**src/logic/dmsr_defines.svh**
```systemverilog
// offsets, field values and word constants of the drive monitor register bank
// assumes the serial frame decoder presents 16-bit register addresses
`ifndef DMSR_DEFINES_SVH
`define DMSR_DEFINES_SVH

// register addresses
`define DMSR_ADDR_DIGITAL_OUTPUT_STATE 16'h2211
`define DMSR_ADDR_ACTIVE_STEP_SPEED 16'h2212
`define DMSR_ADDR_INPUT_PIN_STATE 16'h2213
`define DMSR_ADDR_OUTPUT_PIN_STATE 16'h2214
`define DMSR_ADDR_ACTUAL_REVOLUTION_COUNT 16'h2215
`define DMSR_ADDR_PULSE_INPUT_FREQUENCY 16'h2216
`define DMSR_ADDR_PULSE_INPUT_POSITION 16'h2217
`define DMSR_ADDR_POSITION_TRACKING_ERROR 16'h2218
`define DMSR_ADDR_COUNTER_OVERLOAD_LEVEL 16'h2219
`define DMSR_ADDR_GROUND_FAULT_LEVEL 16'h221A
`define DMSR_ADDR_BUS_VOLTAGE_RIPPLE 16'h221B
`define DMSR_ADDR_LOGIC_REGISTER_MIRROR 16'h221C
`define DMSR_ADDR_MAGNET_MOTOR_POLES 16'h221D
`define DMSR_ADDR_USER_PAGE_VALUE 16'h221E
`define DMSR_ADDR_SELECTED_OUTPUT_VALUE 16'h221F
`define DMSR_ADDR_RUN_TURN_COUNT 16'h2220
`define DMSR_ADDR_RUN_POSITION 16'h2221
`define DMSR_ADDR_FAN_SPEED_PERCENT 16'h2222
`define DMSR_ADDR_CONTROL_MODE_STATE 16'h2223
`define DMSR_ADDR_SWITCHING_FREQUENCY 16'h2224
`define DMSR_ADDR_RESERVED_SLOT 16'h2225
`define DMSR_ADDR_DRIVE_STATUS_WORD 16'h2226
`define DMSR_ADDR_ESTIMATED_TORQUE 16'h2227
`define DMSR_ADDR_TORQUE_SETPOINT 16'h2228
`define DMSR_ADDR_ENERGY_READING 16'h2229
`define DMSR_ADDR_PULSE_TERMINAL_COUNT_LOW 16'h222A
`define DMSR_ADDR_PULSE_TERMINAL_COUNT_HIGH 16'h222B
`define DMSR_ADDR_MOTOR_POSITION_LOW 16'h222C
`define DMSR_ADDR_MOTOR_POSITION_HIGH 16'h222D
`define DMSR_ADDR_LOOP_REFERENCE 16'h222E
`define DMSR_ADDR_LOOP_OFFSET 16'h222F
`define DMSR_ADDR_LOOP_OUTPUT_FREQUENCY 16'h2230
`define DMSR_ADDR_HARDWARE_IDENTITY 16'h2231
`define DMSR_ADDR_AUXILIARY_FREQUENCY 16'h2232
`define DMSR_ADDR_PRIMARY_FREQUENCY 16'h2233
`define DMSR_ADDR_COMBINED_FREQUENCY 16'h2234

// drive status word field values, position step codes, control mode values and word constants
`define DMSR_DIR_NONE 2'h0
`define DMSR_DIR_FORWARD 2'h1
`define DMSR_DIR_REVERSE 2'h2
`define DMSR_READY_OK 2'h1
`define DMSR_READY_ERROR 2'h2
`define DMSR_READY_NONE 2'h0
`define DMSR_STEP_NONE 2'h0
`define DMSR_STEP_UP 2'h1
`define DMSR_STEP_DOWN 2'h2
`define DMSR_MODE_SPEED 16'h0000
`define DMSR_MODE_TORQUE 16'h0001
`define DMSR_COUNT_MAX 16'hFFFF
`define DMSR_WORD_ZERO 16'h0000

`endif

```
**src/logic/dmsr_pkg.sv**
```systemverilog
// types of the drive monitor register bank
// assumes the header of constants is compiled alongside
package dmsr_pkg;

    // live values supplied by the drive core, same clock
    typedef struct packed {
        logic [15:0] digital_output_state;
        logic [15:0] active_step_speed;
        logic [15:0] input_pin_state;
        logic [15:0] output_pin_state;
        logic [15:0] pulse_input_frequency;
        logic [15:0] position_tracking_error;
        logic [15:0] counter_overload_level;
        logic [15:0] ground_fault_level;
        logic [15:0] bus_voltage_ripple;
        logic [15:0] logic_controller_word;
        logic [15:0] magnet_motor_poles;
        logic [15:0] user_page_value;
        logic [15:0] selected_output_value;
        logic [15:0] fan_speed_percent;
        logic [15:0] switching_frequency;
        logic [15:0] estimated_torque;
        logic [15:0] torque_setpoint;
        logic [15:0] energy_reading;
        logic [15:0] loop_reference;
        logic [15:0] loop_offset;
        logic [15:0] loop_output_frequency;
        logic [15:0] auxiliary_frequency;
        logic [15:0] primary_frequency;
        logic [15:0] combined_frequency;
        logic running;
        logic dir_forward;
        logic dir_reverse;
        logic ready;
        logic fault;
        logic output_on;
        logic alarm;
        logic torque_mode;
        logic stop_display_zero;
    } dmsr_mon_t;

    // one-cycle count events from the drive core
    typedef struct packed {
        logic first_encoder_input;
        logic second_encoder_input;
        logic pulse_capable_input_terminal;
        logic turn_pulse;
        logic position_up;
        logic position_down;
    } dmsr_evt_t;

    // the whole state of the bank
    typedef struct packed {
        logic [15:0] rev_count;
        logic [15:0] pos2_count;
        logic [31:0] term_count;
        logic [15:0] turn_count;
        logic [15:0] run_pos;
        logic [31:0] motor_pos;
        logic [1:0] last_dir;
        logic was_running;
        logic [15:0] rd_data;
        logic ack;
        logic err;
    } dmsr_state_t;

endpackage : dmsr_pkg

```
**src/logic/dmsr_bank.sv**
```systemverilog
// drive monitor and status register bank, read by the serial link master
// assumes frame decoding is done outside; one register access per request
`timescale 1ns/1ps
`include "dmsr_defines.svh"

module dmsr_bank #(
    parameter logic [15:0] HW_IDENTITY = 16'h0A5C // arbitrary value
) (
    input wire logic clk,
    input wire logic rst,
    input wire dmsr_pkg::dmsr_mon_t mon,
    input wire dmsr_pkg::dmsr_evt_t evt,
    input wire logic rd_req,
    input wire logic wr_req,
    input wire logic [15:0] addr,
    output logic [15:0] rd_data,
    output logic ack,
    output logic err
);
    import dmsr_pkg::*;

    dmsr_state_t st;
    dmsr_state_t next_st;
    logic [1:0] cur_dir;
    logic [1:0] ready_field;
    logic [15:0] status_word;
    logic [15:0] read_word;
    logic read_hit;
    logic run_start;
    logic [1:0] pos_move;

    // saturating increment for 16-bit counters
    function automatic logic [15:0] sat_inc(input logic [15:0] v);
        if (v == `DMSR_COUNT_MAX)
        begin
            return v;
        end
        return v + 16'h0001;
    endfunction : sat_inc

    // operation begins: running now, stopped on the cycle before
    function automatic logic run_begins(input logic now_on, input logic before_on);
        return now_on && !before_on;
    endfunction : run_begins

    // net position move of one cycle; up and down together cancel
    function automatic logic [1:0] pos_step(input dmsr_evt_t e);
        if (e.position_up && !e.position_down)
        begin
            return `DMSR_STEP_UP;
        end
        else if (e.position_down && !e.position_up)
        begin
            return `DMSR_STEP_DOWN;
        end
        return `DMSR_STEP_NONE;
    endfunction : pos_step

    // direction changed straight between forward and reverse
    function automatic logic dir_flipped(input logic [1:0] now_d, input logic [1:0] old_d);
        return (now_d != `DMSR_DIR_NONE) && (old_d != `DMSR_DIR_NONE)
            && (now_d != old_d);
    endfunction : dir_flipped

    // shared decodes of the counter updates
    assign run_start = run_begins(mon.running, st.was_running);
    assign pos_move = pos_step(evt);

    // direction and ready fields from the drive core flags
    always_comb
    begin
        // direction encoding
        // forward wins when the core flags both directions
        if (mon.dir_forward)
        begin
            cur_dir = `DMSR_DIR_FORWARD;
        end
        else if (mon.dir_reverse)
        begin
            cur_dir = `DMSR_DIR_REVERSE;
        end
        else
        begin
            cur_dir = `DMSR_DIR_NONE;
        end
        if (mon.fault)
        begin
            ready_field = `DMSR_READY_ERROR;
        end
        else if (mon.ready)
        begin
            ready_field = `DMSR_READY_OK;
        end
        else
        begin
            ready_field = `DMSR_READY_NONE;
        end
    end

    // packed drive status word
    // output and alarm bits
    assign status_word = {10'h000, mon.alarm, mon.output_on, ready_field, cur_dir};

    // register decode for reads
    always_comb
    begin
        read_hit = 1'b1;
        read_word = `DMSR_WORD_ZERO;
        // unmapped addresses answer zero and raise err
        if (addr == `DMSR_ADDR_DIGITAL_OUTPUT_STATE)
        begin
            read_word = mon.digital_output_state;
        end
        else if (addr == `DMSR_ADDR_ACTIVE_STEP_SPEED)
        begin
            read_word = mon.active_step_speed;
        end
        else if (addr == `DMSR_ADDR_INPUT_PIN_STATE)
        begin
            read_word = mon.input_pin_state;
        end
        else if (addr == `DMSR_ADDR_OUTPUT_PIN_STATE)
        begin
            read_word = mon.output_pin_state;
        end
        else if (addr == `DMSR_ADDR_ACTUAL_REVOLUTION_COUNT)
        begin
            read_word = st.rev_count;
        end
        else if (addr == `DMSR_ADDR_PULSE_INPUT_FREQUENCY)
        begin
            read_word = mon.pulse_input_frequency;
        end
        else if (addr == `DMSR_ADDR_PULSE_INPUT_POSITION)
        begin
            read_word = st.pos2_count;
        end
        else if (addr == `DMSR_ADDR_POSITION_TRACKING_ERROR)
        begin
            read_word = mon.position_tracking_error;
        end
        else if (addr == `DMSR_ADDR_COUNTER_OVERLOAD_LEVEL)
        begin
            read_word = mon.counter_overload_level;
        end
        else if (addr == `DMSR_ADDR_GROUND_FAULT_LEVEL)
        begin
            read_word = mon.ground_fault_level;
        end
        else if (addr == `DMSR_ADDR_BUS_VOLTAGE_RIPPLE)
        begin
            read_word = mon.bus_voltage_ripple;
        end
        else if (addr == `DMSR_ADDR_LOGIC_REGISTER_MIRROR)
        begin
            read_word = mon.logic_controller_word;
        end
        else if (addr == `DMSR_ADDR_MAGNET_MOTOR_POLES)
        begin
            read_word = mon.magnet_motor_poles;
        end
        else if (addr == `DMSR_ADDR_USER_PAGE_VALUE)
        begin
            read_word = mon.user_page_value;
        end
        else if (addr == `DMSR_ADDR_SELECTED_OUTPUT_VALUE)
        begin
            read_word = mon.selected_output_value;
        end
        else if (addr == `DMSR_ADDR_RUN_TURN_COUNT)
        begin
            read_word = st.turn_count;
        end
        else if (addr == `DMSR_ADDR_RUN_POSITION)
        begin
            read_word = st.run_pos;
        end
        else if (addr == `DMSR_ADDR_FAN_SPEED_PERCENT)
        begin
            read_word = mon.fan_speed_percent;
        end
        else if (addr == `DMSR_ADDR_CONTROL_MODE_STATE)
        begin
            read_word = mon.torque_mode ? `DMSR_MODE_TORQUE : `DMSR_MODE_SPEED;
        end
        else if (addr == `DMSR_ADDR_SWITCHING_FREQUENCY)
        begin
            read_word = mon.switching_frequency;
        end
        else if (addr == `DMSR_ADDR_RESERVED_SLOT)
        begin
            read_word = `DMSR_WORD_ZERO; // reserved reads zero
        end
        else if (addr == `DMSR_ADDR_DRIVE_STATUS_WORD)
        begin
            read_word = status_word;
        end
        else if (addr == `DMSR_ADDR_ESTIMATED_TORQUE)
        begin
            read_word = mon.estimated_torque;
        end
        else if (addr == `DMSR_ADDR_TORQUE_SETPOINT)
        begin
            read_word = mon.torque_setpoint;
        end
        else if (addr == `DMSR_ADDR_ENERGY_READING)
        begin
            read_word = mon.energy_reading;
        end
        else if (addr == `DMSR_ADDR_PULSE_TERMINAL_COUNT_LOW)
        begin
            read_word = st.term_count[15:0];
        end
        else if (addr == `DMSR_ADDR_PULSE_TERMINAL_COUNT_HIGH)
        begin
            read_word = st.term_count[31:16];
        end
        else if (addr == `DMSR_ADDR_MOTOR_POSITION_LOW)
        begin
            read_word = st.motor_pos[15:0];
        end
        else if (addr == `DMSR_ADDR_MOTOR_POSITION_HIGH)
        begin
            read_word = st.motor_pos[31:16];
        end
        else if (addr == `DMSR_ADDR_LOOP_REFERENCE)
        begin
            read_word = mon.loop_reference;
        end
        else if (addr == `DMSR_ADDR_LOOP_OFFSET)
        begin
            read_word = mon.loop_offset;
        end
        else if (addr == `DMSR_ADDR_LOOP_OUTPUT_FREQUENCY)
        begin
            read_word = mon.loop_output_frequency;
        end
        else if (addr == `DMSR_ADDR_HARDWARE_IDENTITY)
        begin
            read_word = HW_IDENTITY;
        end
        else if (addr == `DMSR_ADDR_AUXILIARY_FREQUENCY)
        begin
            read_word = mon.auxiliary_frequency;
        end
        else if (addr == `DMSR_ADDR_PRIMARY_FREQUENCY)
        begin
            read_word = mon.primary_frequency;
        end
        else if (addr == `DMSR_ADDR_COMBINED_FREQUENCY)
        begin
            read_word = mon.combined_frequency;
        end
        else
        begin
            read_hit = 1'b0; // unmapped address
        end
    end

    // counters and answer, next state
    always_comb
    begin
        next_st = st;
        next_st.last_dir = cur_dir;
        next_st.was_running = mon.running;
        // revolution restart and saturation
        // a restart wins over a revolution pulse arriving in the same cycle
        if (dir_flipped(cur_dir, st.last_dir))
        begin
            next_st.rev_count = `DMSR_WORD_ZERO;
        end
        else if (!mon.running && mon.stop_display_zero)
        begin
            next_st.rev_count = `DMSR_WORD_ZERO;
        end
        else if (evt.first_encoder_input)
        begin
            next_st.rev_count = sat_inc(st.rev_count);
        end
        if (evt.second_encoder_input)
        begin
            next_st.pos2_count = sat_inc(st.pos2_count);
        end
        // free running terminal pulse count
        // the two halves are read apart, so a carry between reads can tear
        if (evt.pulse_capable_input_terminal)
        begin
            next_st.term_count = st.term_count + 32'h0000_0001;
        end
        if (pos_move == `DMSR_STEP_UP)
        begin
            next_st.motor_pos = st.motor_pos + 32'h0000_0001;
        end
        else if (pos_move == `DMSR_STEP_DOWN)
        begin
            next_st.motor_pos = st.motor_pos - 32'h0000_0001;
        end
        // turn count clear at start, hold when stopped
        // no limit is set for turns, so the count wraps
        if (run_start)
        begin
            next_st.turn_count = `DMSR_WORD_ZERO;
        end
        else if (mon.running && evt.turn_pulse)
        begin
            next_st.turn_count = st.turn_count + 16'h0001;
        end
        // run position clear at start, hold when stopped
        if (run_start)
        begin
            next_st.run_pos = `DMSR_WORD_ZERO;
        end
        else if (mon.running && pos_move == `DMSR_STEP_UP)
        begin
            next_st.run_pos = st.run_pos + 16'h0001;
        end
        else if (mon.running && pos_move == `DMSR_STEP_DOWN)
        begin
            next_st.run_pos = st.run_pos - 16'h0001;
        end
        // writes refused, reads answered next cycle
        // both strobes together count as a refused write
        next_st.ack = rd_req || wr_req;
        next_st.err = wr_req || (rd_req && !read_hit);
        if (rd_req && !wr_req && read_hit)
        begin
            next_st.rd_data = read_word;
        end
        else
        begin
            next_st.rd_data = `DMSR_WORD_ZERO;
        end
    end

    // state register
    // synchronous reset clears every count and the answer
    always_ff @(posedge clk)
    begin
        if (rst)
        begin
            st <= '0;
        end
        else
        begin
            st <= next_st;
        end
    end

    // outputs straight from the state flops
    assign rd_data = st.rd_data;
    assign ack = st.ack;
    assign err = st.err;

endmodule : dmsr_bank

```
**config.mk**
```make
export PLATFORM = sky130hd
export DESIGN_NAME = dmsr_bank
export DESIGN_NICKNAME = d
export VERILOG_FILES = /design/src/logic/dmsr_pkg.sv /design/src/logic/dmsr_bank.sv
export VERILOG_INCLUDE_DIRS = /design/src /design/src/logic
export SDC_FILE = /design/constraint.sdc
export NUM_CORES = 1
export LEC_CHECK = 0
export BUFFER_PORTS_ARGS = -buffer_cell sky130_fd_sc_hd__buf_4
export CAP_MARGIN = 20
export CORE_UTILIZATION = 30
export DETAILED_ROUTE_END_ITERATION = 10
export SLEW_MARGIN = 10
export SYNTH_ARGS = -nofsm -noshare
export SYNTH_HDL_FRONTEND = slang
export SYNTH_SLANG_ARGS = --single-unit
```
**constraint.sdc**
```tcl
create_clock -name clk -period 5.6 [get_ports clk]
set_clock_uncertainty 0.15 [all_clocks]
set_input_delay 0.56 -clock clk [delete_from_list [all_inputs] [get_ports clk]]
set_output_delay 0.56 -clock clk [all_outputs]
set_load 0.005 [all_outputs]
```
# --- Word-level counts from Yosys, hierarchy flattened ---
# Cells that the tools add are included.
# Widths: inputs -> output; s select.
totals:
  register_bits: 149
  latchBits: 0
  mem_bits_rw: 0
  rom_bits: 0
  out_inout_bits: 18
  n_memories: 0
op_classes:
  n_addsub: 8
  n_mul: 0
  n_div: 0
  n_lt_le_gt_ge: 0
  eq_ne: 43
  shifts: 0
  muxes: 94
  bitwise: 1
  reduce_logical: 29
op_table:
  columns: ["op", "n"]
  rows:
  - ["$mux 16", 40]
  - ["$eq 16x14->1 const B", 36]
  - ["$add 16x1->16 const B", 4]
  - ["$add 32x1->32 const B", 2]
  - ["$mux 32", 2]
  - ["$mux 1", 46]
  - ["$eq 16x16->1 const B", 2]
  - ["$sub 32x1->32 const B", 1]
  - ["$sub 16x1->16 const B", 1]
  - ["$logic_and 1x1->1", 12]
  - ["$mux 2", 6]
  - ["$reduce_bool 2->1", 4]
  - ["$logic_not 1->1", 6]
  - ["$ne 2x2->1 const B", 2]
  - ["$reduce_and 2->1", 2]
  - ["$reduce_or 2->1", 2]
  - ["$reduce_or 3->1", 1]
  - ["$eq 2x1->1 const B", 1]
  - ["$eq 2x2->1 const B", 1]
  - ["$logic_or 1x1->1", 2]
  - ["$ne 2x2->1", 1]
  - ["$not 1->1", 1]

# --- Logic depth before layout (Yosys ltp) ---
# Gate-level depths: netlist of the first run.
logic_depth:
  depth_word: 40
  depth_mapped: 13
  depth_no_buf: 13

# --- Least setup slack after synthesis of the first run ---
# No wires, ideal clock.
synth_path:
  kind: "input port to flip-flop"
  start: "in evt[0] in the netlist's numbering"
  end: "reg st[51] in the netlist's numbering"
  arrival_ns: 3.808
  required_time_ns: 5.328
  path_slack_ns: 1.521
  cell_stages: 13
  path_buffers: 0
  cell_sequence: "inv_1 > ha_1 > inv_1 > ha_1 > a211oi_1 > o21ai_0 > a2111oi_0 > o21ai_0 > a21oi_1 > a21oi_1 > a21boi_0 > nor4_1 > a221o_1"
synth_between:
  elab_chain_cells: 6
  word_cells_on_any_way: 11
  cone_classes: "eq/ne (2); mux (5); reduce/logical (4)"
synth_lines:
  columns: ["item", "line_no", "rtl"]
  rows:
  - ["from (decl)", "dmsr_bank.sv:12", "input wire dmsr_pkg::dmsr_evt_t evt,"]
  - ["$logic_and 1x1->1 / $logic_not 1->1 (equally long branches)", "dmsr_bank.sv:52, dmsr_bank.sv:48", null]
  - ["$mux 1 / $logic_and 1x1->1 (equally long branches)", "dmsr_bank.sv:52, dmsr_bank.sv:48", null]
  - ["$mux 1 / $mux 2 (equally long branches)", "dmsr_bank.sv:48", "if (e.position_up && !e.position_down)"]
  - ["$mux 2 (*)", "dmsr_bank.sv:56", "return `DMSR_STEP_NONE;"]
  - ["$eq 2x1->1 (no source line) / $eq 2x2->1 (equally long branches)", null, null]
  - ["$mux 32 / $reduce_bool 2->1 (equally long branches)", null, null]
  - ["to (signal assigned)", "dmsr_bank.sv:345", "st <= next_st;"]
  - ["to (decl)", "dmsr_bank.sv:22", "dmsr_state_t st;"]
# Mark *: on every way between the ends. The rest lies on a longest branch, timed or not.
# A chain may end at the register's enable or synchronous reset.

# --- Worst setup path in the final report of the first run ---
# Ends and elaborated chain as after synthesis.

==> flow_summary.toml, run 1 <==
[drt]
drt_iter0_drc = 2199
wirelength_microns = 76600
antenna_left = 0
via_per_inst = 6.14
wire_per_inst_microns = 28.8
drc = 0
dr.pass1.iters = 9
num_vias = 16300

[setup_path]
critical_path_class = "in -> reg"
path_max_fanout = 18
cp.arrival_ps = 4210
worst_setup_path_end_kind = "register"
required_ps = 5800
ff2ff_setup_slack_ps = 2190
startpoint_type = "input pin"

[hold_path]
min_path_type = "in -> reg"

[yosys]
yosys-top-cells-count = "nor2_1 (223), nand2_1 (176), a21oi_1 (164), dfxtp_1 (149), o21ai_0 (78)"
synth_nets = 2177
synth_edf_count = 0
ys.warnings.count = 0
syn_inst = 1706
synth.most_common_cell = "nor2_1"
synth_area_sq_um = 12900
yosysTopAreaCellShare = 0.231
ys_ff_latch = 149
synth_area_per_cell_sq_um = 7.58
async_flop_share = 0
synth_cell_types = 89
ys_seq_area_frac = 0.231
synth-main-ff-cell = "dfxtp_1"
yosysTopAreaCell = "dfxtp_1"
ys_top_cells_by_area = "dfxtp_1 (23%), nor2_1 (6.5%), a21oi_1 (6.3%), nand2_1 (5.1%), ha_1 (4.8%)"

[sta]
clock.fmax_mhz = 249
fin_crit_sh = 0.716
tightest_slew_ps = 1090
fin_ws_ps = 1590
grt_setup_unrepaired = "false"
hold_viol_final = 0
setup_viol = 0
tns_ps = 0
slew_headroom = 0.271
fin_crit_ps = 4010
drv_slew = 0

[flow_run]
drv_cap = 0

[pwr]
vdd_ir_drop_max_mv = 0.191
p_per_area_nw_per_um2 = 250
power.internal_mw = 2.66
comb_power_share = 0.407
p_seq_frac = 0.307
switching_share = 0.382
p_clk_frac = 0.286
leakage_nw = 7.03
switchingPower_mw = 1.64

[status]
status = "finished clean"

[grt]
overflow = 0
grt_pass1_vias = 15500
antenna_found_initial = 5
grt_pass1_wl_microns = 108000
grt_max_degree = 92
grt_usage = 0.339

[cts]
post-cts-setup-buffer-count = 0
cts.sinks = 149
cts.clk_slew.worst_paths_ps = 70
clock_path_buffers = 2
cts_resized = 0
cts-root-buf = "clkbuf_16"
htreeDepth = 4
hold_buffers = 0
clock_latency_ps = 460
cts_made_buffers = 17
cts_tree = "built"

[final_layout]
utilization = 0.408
fillers = 4428
syn_to_final_growth_pct = 33.4
final_nets = 2577
drive_gt1_frac = 0.273
fin_cells = 2661

[place]
gp_congestion = 1.06
place_inst = 2625
port_buffers = 436
post-place-ws_ps = 1110
detailed_place_hpwl_microns = 61800

[die]
die_area_sq_um = 43900
core_area_sq_um = 42200
ios = 437
die_width_microns = 210
num_rows = 75
die_y_microns = 210
start_util = 0.306
## cell usage in the layout, fill, tap and decap left out, types with 48 or more instances in the layout
cell,n
a21oi_1,164
nand3_1,48
buf_4,491
xor2_1,58
dfxtp_1,149
ha_1,50
a22oi_1,49
o21ai_0,78
nor2_1,223
nand2_1,176
## metal layers
metal  part of all wire  GRT usage
met4              0.066      0.201
met1               0.39      0.421
met5            0.00031          0
met2               0.45      0.543
met3              0.095     0.0660
## path summary, 6_finish.rpt
kind | from | to | cells past startpoint
min | mon[364] | rd_data[3] | 3
max | evt[0] | st[51] | 15
max reg2reg | st[21] | st[51] | 11
min reg2reg | st[63] | st[63] | 2
## stage by stage
stage | instance area, sq um | total power, mW | hold WS (ps)
finish | 17200 | 4.31 | 227
global route | 17200 | 4.53 | 238
CTS | 17200 | 4.28 | 220
detailed placement | 16600 | 3.05 | 331
global placement | 16600 | 3.04 | 333
floorplan | 12900 | 2.41 | 299
## cells by family (layout without fill, tap and decap cells)
logic type,after synthesis,after routing,share of synthesized area
fa+ha+maj,52,52,0.0515
buf+inv,131,544,0.0581
other cells,0,3,0
simple gates,661,661,0.256
flops,149,149,0.231
mux,41,41,0.0371
compound gates,574,574,0.300
xor+xnor,98,98,0.0664
## worst max-delay path, stage by stage
cell	delay, ps
buf_4	110
inv_1	50
ha_1	290
inv_1	380
fa_1	560
a211oi_1	350
o21ai_0	190
a2111oi_0	390
buf_4	190
o21ai_0	140
a21oi_1	250
a21oi_1	90
a21boi_0	280
nor4_1	80
a221o_1	290
## layout make-up
type | count | area, sq um | area share
clock inverters | 13 | 145 | 0.00842
well taps | 539 | 674 | 0.0391
clock buffers | 19 | 453 | 0.0263
repair buffers | 491 | 3690 | 0.214
flip-flops and latches | 149 | 2980 | 0.173
multi-input cells | 1426 | 9210 | 0.534
inverters | 21 | 78.8 | 0.00457
diodes | 3 | 7.51 | 0.000435
## power groups by stage
stage | sequential, mW | clock, mW | combinational (mW)
2_1_floorplan | 1.25 | 0 | 1.16
3_3_place_gp | 1.33 | 0 | 1.71
3_5_place_dp | 1.33 | 0 | 1.72
4_1_cts | 1.31 | 1.24 | 1.73
5_1_grt | 1.32 | 1.29 | 1.92
6_report | 1.32 | 1.23 | 1.75
## registers in the layout, summed over array words and instances, names as in the netlist
name / count
ack: 1
rd_data: 16
err: 1
st: 131
Note: power is estimated with default switching activity, not from simulation.
==> run 2: changes to the inputs <==
clock period = 3.6 ns   (was 5.6 ns; I/O delays follow)
==> flow_summary.toml, run 2 (synthesis results as in run 1) <==
[status]
status = "finished clean"

[pwr]
vdd_ir_drop_max_mv = 0.324
leakage_nw = 7.66
p_per_area_nw_per_um2 = 381
power.total_mw = 7.01

[grt]
grt_pass1_wl_microns = 109000
overflow = 0
grt_usage = 0.341
grt_max_degree = 79
antenna_found_initial = 4
grt_pass1_vias = 16000

[setup_path]
cp.arrival_ps = 3680
worst_setup_path_end_kind = "register"
startpoint_type = "input pin"
path_max_fanout = 10
r2r_cells = 11
critical_path_class = "in -> reg"
required_ps = 3830

[cts]
clock_path_buffers = 2
cts.clk_slew.worst_paths_ps = 70
hold_buffers = 0
htreeDepth = 4
cts_resized = 0
cts-root-buf = "clkbuf_16"
cts_tree = "built"
clock_latency_ps = 470
cts_made_buffers = 17
cts.sinks = 149
post-cts-setup-buffer-count = 0

[sta]
grt_setup_unrepaired = "false"
fin_crit_sh = 0.959
timing.hold.ws_ps = 28.3
setup_viol = 0
fin_crit_ps = 3450
hold_viol_final = 0
slew_headroom = 0.327
drv_slew = 0
clock.fmax_mhz = 290
tightest_slew_ps = 996

[final_layout]
largest_reg_flops = 131
fin_cells = 2789
final_nets = 2707
drive_gt1_frac = 0.323
final_common_cell = "buf_4"
most-common-layout-cells = "buf_4 (616), nor2_1 (223), nand2_1 (176)"
syn_to_final_growth_pct = 42.4
utilization = 0.436
largest_register = "st"

[place]
port_buffers = 436
gp_congestion = 1.04
place_inst = 2756
detailed_place_hpwl_microns = 63400

[die]
ios = 437
die_y_microns = 210
die_area_sq_um = 43900
num_rows = 75
start_util = 0.306
core_area_sq_um = 42200
die_width_microns = 210

[hold_path]
whs_path_depth = 3
min_path_type = "in -> reg"

[flow_run]
drv_cap = 0

[drt]
antenna_left = 0
drc = 0
num_vias = 16600
wirelength_microns = 76500
drt_iter0_drc = 1840
dr.pass1.iters = 8
wire_per_inst_microns = 27.4
via_per_inst = 5.94
[run 2: changes by cell type in the layout (fill, tap and decap cells not counted), sizes merged]
cell	before	now
clkinvlp	2	3
bufinv	2	0
diode	3	1
inv	25	24
buf	491	621
clkinv	5	7
[run 2: worst paths after layout]
| path | start | slack [ps] | end |
|---|---|---|---|
| setup / recovery | addr[8] | 150 | rd_data[15] |
| hold / removal | mon[364] | 30 | rd_data[3] |
| hold reg to reg | st[134] | 360 | st[134] |
| setup reg to reg | st[53] | 510 | st[67] |
[run 2: final cells by class]
cell class	instances	area, sq um
Sequential cell	149	2980
Fill cell	4421	23800
Clock inverter	13	115
Multi-Input combinational cell	1426	9360
Timing Repair Buffer	621	4720
Clock buffer	19	453
Tap cell	539	674
Antenna cell	1	2.50
Inverter	21	95.1
[run 2: where the power goes]
part | internal (mW) | total (mW) | switching (mW)
combinational | 1.56 | 3.13 | 1.57
sequential | 1.81 | 2.07 | 0.264
clock | 0.940 | 1.80 | 0.862
[run 2: critical path, stage by stage]
cell	delay, ps
buf_4	110
or4b_4	680
or3_4	490
nor3_4	310
a221oi_1	150
o211ai_1	460
a211oi_1	210
o31ai_1	450
o221ai_1	200
a211oi_1	260
[run 2: layer usage]
layer / vias up / global-route usage / part of all wire
met5: - / 0 / 0.00072
met4: 8 / 0.181 / 0.055
met3: 159 / 0.0485 / 0.073
met2: 853 / 0.554 / 0.46
met1: 8014 / 0.436 / 0.41
li1: 7531 / - / -
[run 2: through the flow]
step | setup TNS [ps] | setup WS, ps | instance area (sq um)
finish | 0 | 146 | 18400
global route | 0 | 109 | 18400
CTS | 0 | 252 | 18400
detailed placement | -316 | -227 | 17800
global placement | -248 | -186 | 17800
floorplan | -167 | -69.3 | 13100
